**src/pkg/pcs_pkg.sv**
```systemverilog
// Constants, types and behaviour notes for the clock source configuration block
// Notes on behaviour
// - PLL power field 00b runs the PLL normally and 01b puts it into asynchronous power-down.
// - The source-select bit picks the internal VCO when 1b and the external clock input when 0b.
// - The bypass bit feeds distribution through the VCO divider when 0b and bypasses it when 1b.
// - The three-bit divider field selects a divide ratio from one to six.
// - Calibration starts when an update strobe commits the calibrate bit as 1b while the active bit is 0b.
// - The three-bit reference enable field enables each reference input on its own.
// - The polarity bit gives positive PFD polarity when 0b and negative polarity when 1b.
// - After reset the PLL is off and the external clock passes through the VCO divider.
// - With the PLL on and the external clock chosen, the VCO is off and the prescaler is fed externally.
// - The configuration can be saved to nonvolatile storage and reloaded at power-up unaided.
package pcs_pkg;

  // Register offsets on the serial port
  localparam logic [12:0] ADDR_PLL_CTRL = 13'h0010;
  localparam logic [12:0] ADDR_VCO_CAL  = 13'h0018;
  localparam logic [12:0] ADDR_REF_EN   = 13'h001c;
  localparam logic [12:0] ADDR_VCO_DIV  = 13'h01e0;
  localparam logic [12:0] ADDR_SRC_SEL  = 13'h01e1;
  localparam logic [12:0] ADDR_UPDATE   = 13'h0232;
  localparam logic [12:0] ADDR_NV_CTRL  = 13'h0b00;

  // Field positions and codes
  localparam int          PFD_POL_BIT    = 7;
  localparam int          CAL_BIT        = 0;
  localparam int          SRC_VCO_BIT    = 1;
  localparam int          DIV_BYP_BIT    = 0;
  localparam int          UPD_BIT        = 0;
  localparam int          NV_SAVE_BIT    = 0;
  localparam int          NV_LOAD_BIT    = 1;
  localparam logic [1:0]  PWR_NORMAL     = 2'h0;
  localparam logic [1:0]  PWR_ASYNC_DOWN = 2'h1;

  // Serial frame: 16 instruction bits then one data byte
  localparam logic [4:0]  CNT_INSTR_LAST = 5'h0f;
  localparam logic [4:0]  CNT_FRAME_LAST = 5'h17;

  typedef struct packed {
    logic [7:0] pll;
    logic [7:0] cal;
    logic [7:0] refen;
    logic [7:0] div;
    logic [7:0] src;
  } pcs_cfg_t;

  // Reset values of the configuration registers
  localparam pcs_cfg_t CFG_RESET = '{pll: 8'h01, cal: 8'h00, refen: 8'h00, div: 8'h00,
                                     src: 8'h00};

  typedef struct packed {
    logic       pll_pwr_down;
    logic       vco_power_on;
    logic       prescaler_ext;
    logic       src_vco;
    logic       div_bypass;
    logic [2:0] div_ratio;
    logic       pfd_negative;
    logic [2:0] ref_en;
    logic       cal_start;
  } pcs_ctrl_t;

  typedef enum logic [1:0] {
    ST_IDLE  = 2'b00,
    ST_INSTR = 2'b01,
    ST_DATA  = 2'b10,
    ST_DONE  = 2'b11
  } pcs_spi_st_t;

  typedef struct packed {
    pcs_cfg_t    stg;
    pcs_cfg_t    act;
    pcs_cfg_t    nv;
    pcs_ctrl_t   ctrl;
    pcs_spi_st_t st;
    logic [4:0]  cnt;
    logic [15:0] instr;
    logic [7:0]  dsh;
    logic [7:0]  osh;
    logic        sdo;
    logic        sdo_oe_n;
    logic        sclk_q;
    logic        boot;
  } pcs_state_t;

endpackage

```
**src/logic/pcs_clock_source_config.sv**
```systemverilog
// Serial-port configuration logic for PLL power, clock source routing and VCO calibration
`timescale 1ns/100ps
module pcs_clock_source_config
  import pcs_pkg::*;
(
  // Clock and reset
  input  wire logic      CLK,
  input  wire logic      RST,
  // Serial control port
  input  wire logic      SCLK,
  input  wire logic      CS_N,
  input  wire logic      SDI,
  output logic           SDO,
  output logic           SDO_OE_N,
  // Nonvolatile image present at power-up
  input  wire logic      NV_VALID,
  // Clock path control
  output pcs_ctrl_t      CLK_CTRL
);

  pcs_state_t  q;
  pcs_state_t  d;
  logic        rise;
  logic        fall;
  logic [15:0] ins_n;
  logic        wr_en;
  logic [12:0] wr_addr;
  logic [7:0]  wbyte;
  logic        upd_wr;
  logic        stage_wr;
  logic        nv_save_wr;

  // Divider code 000b is divide-by-2; codes above the table fall back to divide-by-1
  function automatic logic [2:0] div_ratio(input logic [2:0] code);
    case (code)
      3'h0:    div_ratio = 3'h2;
      3'h1:    div_ratio = 3'h3;
      3'h2:    div_ratio = 3'h4;
      3'h3:    div_ratio = 3'h5;
      3'h4:    div_ratio = 3'h6;
      default: div_ratio = 3'h1;
    endcase
  endfunction

  function automatic pcs_ctrl_t ctrl_from(input pcs_cfg_t a, input logic cal);
    pcs_ctrl_t c;
    c = '0;
    c.pll_pwr_down  = (a.pll[1:0] == PWR_ASYNC_DOWN);
    c.src_vco       = a.src[SRC_VCO_BIT];
    c.div_bypass    = a.src[DIV_BYP_BIT];
    c.div_ratio     = div_ratio(a.div[2:0]);
    c.pfd_negative  = a.pll[PFD_POL_BIT];
    c.ref_en        = a.refen[2:0];
    // with source-select 0b in normal power, the external oscillator drives the prescaler and the VCO is left unpowered
    c.vco_power_on  = (a.pll[1:0] == PWR_NORMAL) && a.src[SRC_VCO_BIT];
    c.prescaler_ext = (a.pll[1:0] == PWR_NORMAL) && !a.src[SRC_VCO_BIT];
    c.cal_start     = cal;
    return c;
  endfunction

  // Reads return the staged copy so software sees what it wrote before the update
  function automatic logic [7:0] rd_byte(input pcs_cfg_t s, input logic [12:0] addr);
    case (addr)
      ADDR_PLL_CTRL: rd_byte = s.pll;
      ADDR_VCO_CAL:  rd_byte = s.cal;
      ADDR_REF_EN:   rd_byte = s.refen;
      ADDR_VCO_DIV:  rd_byte = s.div;
      ADDR_SRC_SEL:  rd_byte = s.src;
      default:       rd_byte = 8'h00;
    endcase
  endfunction

  // SCLK is sampled as plain data; it must be slow against CLK
  assign rise       = SCLK & ~q.sclk_q;
  assign fall       = ~SCLK & q.sclk_q;
  assign ins_n      = {q.instr[14:0], SDI};
  assign wr_en      = ~CS_N & (q.st == ST_DATA) & rise & (q.cnt == CNT_FRAME_LAST)
                      & ~q.instr[15];
  assign wr_addr    = q.instr[12:0];
  assign wbyte      = {q.dsh[6:0], SDI};
  assign upd_wr     = wr_en && (wr_addr == ADDR_UPDATE) && wbyte[UPD_BIT];
  assign nv_save_wr = wr_en && (wr_addr == ADDR_NV_CTRL) && wbyte[NV_SAVE_BIT];
  assign stage_wr   = wr_en && (wr_addr != ADDR_UPDATE) && !q.boot;

  always_comb begin
    d = q;
    d.sclk_q = SCLK;
    if (CS_N) begin
      d.st  = ST_IDLE;
      d.cnt = 5'h00;
      d.sdo = 1'b0;
    end else begin
      case (q.st)
        ST_IDLE, ST_INSTR: begin
          if (rise) begin
            d.instr = ins_n;
            d.cnt   = q.cnt + 5'h01;
            d.st    = ST_INSTR;
            if (q.cnt == CNT_INSTR_LAST) begin
              d.st  = ST_DATA;
              d.osh = ins_n[15] ? rd_byte(q.stg, ins_n[12:0]) : 8'h00;
            end
          end
        end
        ST_DATA: begin
          if (rise) begin
            d.dsh = wbyte;
            d.cnt = q.cnt + 5'h01;
            if (q.cnt == CNT_FRAME_LAST) begin
              d.st = ST_DONE;
            end
          end
          if (fall && q.instr[15]) begin
            d.sdo = q.osh[7];
            d.osh = {q.osh[6:0], 1'b0};
          end
        end
        ST_DONE: begin
          d.st = ST_DONE;
        end
        default: begin
          d.st = ST_IDLE;
        end
      endcase
    end

    d.ctrl.cal_start = 1'b0;
    if (wr_en) begin
      case (wr_addr)
        // staged writes do not reach the control outputs
        ADDR_PLL_CTRL: d.stg.pll   = wbyte;
        ADDR_VCO_CAL:  d.stg.cal   = wbyte;
        ADDR_REF_EN:   d.stg.refen = wbyte;
        ADDR_VCO_DIV:  d.stg.div   = wbyte;
        ADDR_SRC_SEL:  d.stg.src   = wbyte;
        ADDR_NV_CTRL: begin
          // save active settings, or pull the stored image into staging
          if (wbyte[NV_SAVE_BIT]) begin
            d.nv = q.act;
          end
          if (wbyte[NV_LOAD_BIT]) begin
            d.stg = q.nv;
          end
        end
        default: begin
          d.stg = q.stg;
        end
      endcase
    end

    // update strobe transfers staging to active
    if (upd_wr) begin
      d.act = q.stg;
      // calibration only on a 0 to 1 change of the committed bit, so clearing rearms it
      d.ctrl.cal_start = q.stg.cal[CAL_BIT] && !q.act.cal[CAL_BIT];
    end

    // power-up reload from the stored image without host action
    if (q.boot) begin
      d.boot = 1'b0;
      if (NV_VALID) begin
        d.stg = q.nv;
        d.act = q.nv;
      end
    end

    d.ctrl     = ctrl_from(d.act, d.ctrl.cal_start);
    d.sdo_oe_n = ~((d.st == ST_DATA) && d.instr[15]);

    // reset defaults; the stored image survives reset
    if (RST) begin
      d          = '0;
      d.stg      = CFG_RESET;
      d.act      = CFG_RESET;
      d.nv       = q.nv;
      d.ctrl     = ctrl_from(CFG_RESET, 1'b0);
      d.st       = ST_IDLE;
      d.sdo_oe_n = 1'b1;
      d.sclk_q   = SCLK;
      d.boot     = 1'b1;
    end
  end

  always_ff @(posedge CLK) begin
    q <= d;
  end

  assign SDO      = q.sdo;
  assign SDO_OE_N = q.sdo_oe_n;
  assign CLK_CTRL = q.ctrl;
endmodule // pcs_clock_source_config

```
**config.mk**
```make
export PLATFORM = sky130hd
export DESIGN_NAME = pcs_clock_source_config
export DESIGN_NICKNAME = d
export VERILOG_FILES = /design/src/pkg/pcs_pkg.sv /design/src/logic/pcs_clock_source_config.sv
export SDC_FILE = /design/constraint.sdc
export NUM_CORES = 1
export LEC_CHECK = 0
export BUFFER_PORTS_ARGS = -buffer_cell sky130_fd_sc_hd__buf_2
export CAP_MARGIN = 25
export CORE_MARGIN = 2
export CORE_UTILIZATION = 55
export CTS_CLUSTER_SIZE = 10
export DETAILED_ROUTE_END_ITERATION = 10
export GPL_TIMING_DRIVEN = 0
export HOLD_SLACK_MARGIN = 0.03
export PLACE_DENSITY = 0.84
export SETUP_SLACK_MARGIN = 0.4
export SLEW_MARGIN = 5
export SYNTH_ARGS = -nofsm -noshare
export SYNTH_HDL_FRONTEND = slang
export SYNTH_SLANG_ARGS = --single-unit
export TNS_END_PERCENT = 1
```
**constraint.sdc**
```tcl
create_clock -name CLK -period 2.8 [get_ports CLK]
set_input_delay 0.28 -clock CLK [delete_from_list [all_inputs] [get_ports CLK]]
set_output_delay 0.28 -clock CLK [all_outputs]
set_load 0.03 [all_outputs]
```
# Yosys cells after proc, flatten, opt, wreduce, memory -nomap -nowiden
# Index checks and enable logic that the tools add are counted.
[word_totals]
out_inout_bits = 15
n_memories = 0
wordCells = 126
latch_bits = 0
reg_bits = 176
mem_bits_ro = 0
ramBits = 0
in_bits = 6
[classes]
muxes = 29
mul = 0
n_bitwise = 13
n_shift = 0
n_lt_le_gt_ge = 0
n_div = 0
addsub = 1
reduce_logical = 22
n_eq_ne = 27
[op_table]
columns = ["op", "count"]
rows = [
  ["$mux 80", 2],
  ["$mux 40", 3],
  ["$pmux 8 s2", 6],
  ["$eq 13x5->1 const B", 6],
  ["$eq 13x9->1 const B", 4],
  ["$mux 8", 5],
  ["$pmux 8 s5", 1],
  ["$mux 32", 1],
  ["$mux 23", 1],
  ["$mux 16", 1],
  ["$pmux 3 s5", 1],
  ["$mux 7", 2],
  ["$eq 13x10->1 const B", 1],
  ["$eq 13x12->1 const B", 1],
  ["$pmux 5 s2", 1],
  ["$mux 9", 1],
  ["$reduce_and 3->1", 3],
  ["$logic_and 1x1->1", 7],
  ["$not 1->1", 7],
  ["$and 1x1->1", 6],
  ["$eq 2x2->1 const B", 3],
  ["$eq 3x2->1 const B", 2],
  ["$ne 2x2->1 const B", 3],
  ["$pmux 2 s3", 1],
  ["other kinds (17)", 23],
]

# Logic depth before layout (Yosys ltp)
[logic_depth]
depth_word = 12
mapped_depth = 9
ltp_nobuf = 8

# Worst setup path before layout
# OpenSTA, ideal clock, no wires.
[synth_path]
path_type = "register to register"
start = "reg q (netlist bit ins_n[1])"
end = "reg q[56] (netlist bit), enable pin"
path_buffers = 1
arrival_time_ns = 2.451
path_stages_with_launch = 6
setup_ns = 0.401
path_slack_ns = -0.053
cell_sequence = "dfxtp_1 or4b_1 buf_2 nor4_1 and3_1 and3_1"
[synth_via]
elab_chain_cells = 2
[synth_lines]
columns = ["element", "line_no", "source"]
rows = [
  ["from (decl)", "pcs_clock_source_config.sv:21", "pcs_state_t q;"],
  ["from (signal assigned)", "pcs_clock_source_config.sv:185", "q <= d;"],
  ["$eq 13x12->1", "pcs_clock_source_config.sv:129", "case (wr_addr)"],
  ["$reduce_and 4->1 (no source line)", "n/a", ""],
]
# Every way passes these cells.
# A chain may end at the register's enable or synchronous reset.

# Worst setup path after layout
[layout_path]
start = "reg q (netlist bit ins_n[6])"
end = "reg q[9] (netlist bit)"
[layout_via]
elab_chain_cells = 6
[layout_lines]
columns = ["element", "line_no", "source"]
rows = [
  ["$eq 13x9->1 or $eq 13x5->1 (tied branches)", "pcs_clock_source_config.sv:63", "case (addr)"],
  ["$pmux 8 s5 *", "pcs_clock_source_config.sv:63", ""],
  ["$mux 8 *", "pcs_clock_source_config.sv:101", "d.osh = ins_n[15] ? rd_byte(q.stg, ins_n[12:0]) : 8'h00;"],
  ["$mux 8 *", "pcs_clock_source_config.sv:99", "if (q.cnt == CNT_INSTR_LAST) begin"],
  ["$mux 8 *", "pcs_clock_source_config.sv:95", "if (rise) begin"],
  ["$pmux 8 s2 *", "pcs_clock_source_config.sv:93", "case (q.st)"],
]
# Mark *: on every way between the ends. The rest lies on a longest branch, timed or not. The select of a mux whose other input is x is not followed.

==> impl_results.md <==
* Crit path buffers/inverters at 0
* Die W at roughly 120 µm
* Synth Flop Type: dfxtp_1
* Crit-path max cell delay at 0.57 ns
* CP startpoint kind: register
* Synth Area in Adders at 0.333%
* Power density cells at about 590 nW/µm²
* Max Clock Freq at roughly 390 MHz
* CTS sink count at ~170
* WP data arrival at about 2.9 ns
* Simple-gate share of the synthesized area at around a fifth
* Area grow syn2layout at 17.4%
* Leak Pwr at ~3.0 nW
* Max clock buf depth at 2
* Setup-failing EPs final at 0
* DR vias at approximately 6.9k
* Mean post-synth cell area at 9.10 µm²
* Status: finished, final reports clean
* Hold Path Depth at 4
* Gp weighted congestion at 0.967
* Starting density of the core at a little under three fifths
* DR vias/cell at between 6 and 7
* Site row count at 42
* R2R depth at 6
* Clk slew on worst S/H paths at 0.06 ns
* DRT iter0 DRCs at ~960
* Wl on met1 at 8650 µm
* Number of synthesized flops with an enable pin at 40
* H-tree depth at 4
* Fin nets at roughly 900
* Root Driver: clkbuf_16
* Worst-margin pin slew at about 0.95 ns
* Largest family of logic cells by synthesized area: compound AO/OA/AOI/OAI gates
* Stages on worst setup path at 6
* Number of global-route vias before repair at ~6.3k
* CP most frequent cell: or3_1
* Synth Area in Compound Gates at 18.8%
* Xor and xnor fraction of the mapped netlist area at 0.349%
* Reg2Reg Setup Slack at 0.25 ns
* DRT antenna net count at 0
* Gr ovfl total at 0
* Top layer reached by signal wires: met4
* WL final at 22,100 µm
* DIE HEIGHT at ~120 µm
* Worst hold slack at between 0.2 and 0.25 ns
* Fillers at between 1k and 1.5k
* Synthesis warning total at 0
* PnR worst setup slack at 0.252 ns
* First-pass GRT wire length at ~33,000 µm
* CTS tree: done
* Fin. max-slew vios at 0
* Num CTS Buffers at 17
* DR WL/cell at 20.4 µm
* # IOs at 21
* Setup CP Type: register to register
* RSZ-0062 raised after global routing: yes
* Final setup skew at about 0.012 ns
* Async SR Flop Fraction at 0%
* Hold EP: q[41]$_SDFF_PP0_
* CP Cell Sequence: or3_1 -> or3_1 -> or4_4 -> nor2_4 -> a221oi_1 -> o22ai_1
* Cells after synthesis at roughly 830
* Critical path startpoint: ins_n[6]$_SDFFE_PP0P_
* Flip-flop and latch area at between 3000 and 4000 µm²
* Final Critical Period at ~2.5 ns
* Largest delay share family, worst path: simple AND/OR/NAND/NOR gates
* Mux share of post-synthesis cell area at under 10%
* CP max FO at 8
* Core area at roughly 13,000 µm²
* Synthesis-stage register bit count at 169
* Reg2reg start: ins_n[6]$_SDFFE_PP0P_
* Sequential element share of the synthesized area at 50.3%
* Area of the multi-input gates at about 3500 µm²
* Area of the die at roughly 15,000 µm²
* Worst ir drop on vdd at ~0.65 mV
* Area of the mapped netlist at approximately 7500 µm²
* Synth cell types at 53
* Max_cap viols at 0
* FF-to-FF End: q[9]$_SDFFE_PP0P_
* Synthesized net count at roughly 840
* CP max-delay cell: or4_4
* Final Cycle Share at 91.0%
* Initial antenna violation count at 0
* HPWL after detailed placement at roughly 14,000 µm
* Critical Path End Type: register
* DR WL met3 at roughly 2300 µm
* Worst EP required at roughly 3.2 ns
* Pre-antenna DRT Iters at 6
* Worst-Skew Late Latency at around 0.44 ns
* HP Start: CS_N
* Diodes inserted at 0
* Fin. Hold Viols at 0
* Pin count of the biggest net entering global routing at slightly above 40
* Layout cells sized above 1 at 15.8%
* Hold WC Path Type: input port to register
* IO Port Bufs at 19
* DP Worst Slack at -0.0120 ns
* DRC viols at 0
* Tot GR Track Use at between 20 and 30%
* Relative slew margins at a little over a third
* WL met2 at roughly 10,000 µm
[stage by stage]
step | cell area, µm² | utilization, % | instances | TNS, ns | power (W)
2_1_floorplan | 7530 | - | 827 | 0 | 0.00290
3_3_place_gp | 7850 | 59.0 | 1022 | -4.94 | 0.00298
3_5_place_dp | 7870 | 59.2 | 1025 | -0.0120 | 0.00299
4_1_cts | 8580 | 64.5 | 1067 | 0 | 0.00523
5_1_grt | 8830 | 66.5 | 1083 | 0 | 0.00539
6_report | 8830 | 66.5 | 1083 | 0 | 0.00525
[layout by cell type, fill, tap and decap left out, drive strengths merged, types with 5 or more instances in the layout]
cell type / netlist / routed
nand2: 151 / 151
dfxtp: 129 / 129
a21oi: 89 / 89
o21ai: 72 / 72
buf: 18 / 64
clkbuf: 42 / 61
mux2i: 53 / 53
nor2: 53 / 53
a31oi: 43 / 43
edfxtp: 40 / 40
inv: 13 / 14
and2: 11 / 11
nor4: 9 / 9
o2bb2ai: 8 / 8
a211oi: 8 / 8
nor3: 8 / 8
o22ai: 7 / 7
a221oi: 7 / 7
nand4: 6 / 6
and3: 3 / 6
nand2b: 5 / 5
nand3: 5 / 5
or3: 5 / 5
or4: 5 / 5
clkinv: 0 / 5
[registers in the layout, summed over array words and instances, names as in the netlist]
| name | cells |
|---|---|
| q | 145 |
| ins_n | 15 |
| CLK_CTRL | 7 |
| SDO | 1 |
| SDO_OE_N | 1 |
[routing by layer]
metal  up-vias  GRT usage, %
li1       3122             -
met1      3199          37.0
met2       462          47.1
met3        93          7.52
met4         0          14.6
met5         -             0
[power breakdown]
group,total [W],internal (W),switching (W)
combinational,0.000322,0.000114,0.000208
clock,0.00229,0.00132,0.000967
sequential,0.00264,0.00258,0.0000667
total,0.00525,0.00401,0.00124
[worst max path at each step]
stage                              endpoint  slack [ns]
finish                    q[9]$_SDFFE_PP0P_        0.25
global route              q[9]$_SDFFE_PP0P_        0.24
CTS                 CLK_CTRL[10]$_SDFF_PP0_        0.19
detailed placement        q[137]$_SDFF_PP0_       -0.01
global placement          q[137]$_SDFF_PP0_       -0.48
floorplan                 q[4]$_SDFFE_PP0P_        0.49
[worst register-to-register path: stages, from the launching register on]
cell,delay [ns]
dfxtp_1,0.39
or3_1,0.45
or3_1,0.43
or4_4,0.57
nor2_4,0.27
a221oi_1,0.21
o22ai_1,0.15
[synthesized netlist by cell type (all sizes together) (3+ instances only)]
master	n	share of area (%)
a221oi	7	0.81
nand2b	5	0.42
nor2	53	2.7
or3	5	0.42
edfxtp	40	16
dfxtp	129	34
a21oi	89	5.9
nand2	151	7.5
and3	3	0.25
o22ai	7	0.58
o21ai	72	4.8
o2bb2ai	8	0.93
clkbuf	42	2.1
a31o	3	0.35
or4	5	0.55
or4b	4	0.58
a31oi	43	3.6
buf	18	1.8
nand4	6	0.70
mux2i	53	7.0
a311oi	3	0.35
nand3b	4	0.40
nor3	8	0.53
nand4b	3	0.35
a21o	3	0.30
nand3	5	0.33
and2	11	0.91
nor4	9	1.9
a211oi	8	0.80
inv	13	0.65
[repair_timing]
item                                    4_1_cts  5_1_grt
buffers inserted                              8       13
pin swaps                                     6       14
endpoints found under the setup margin      127      127
hold buffers                                  2        0
resized for setup                             5       56
endpoints found under the hold margin         2        0
cloned                                        0        3
[logic make-up after synthesis]
group	Yosys count
xor gates and xnor gates	3
and+or+nand+nor	280
buffers and inverters	73
adders and majority gates	2
muxes	53
AOI/OAI and AO/OA	247
DFF	169
[area by class of cell]
cell class	instances	area share, %
Sequential cell	169	42.9
Multi-Input combinational cell	588	40.1
Clock buffer	22	5.49
Timing Repair Buffer	45	3.77
Buffer	60	3.67
Tap cell	176	2.49
Clock inverter	10	1.03
Inverter	13	0.552
(Power assumes the default switching activity.)
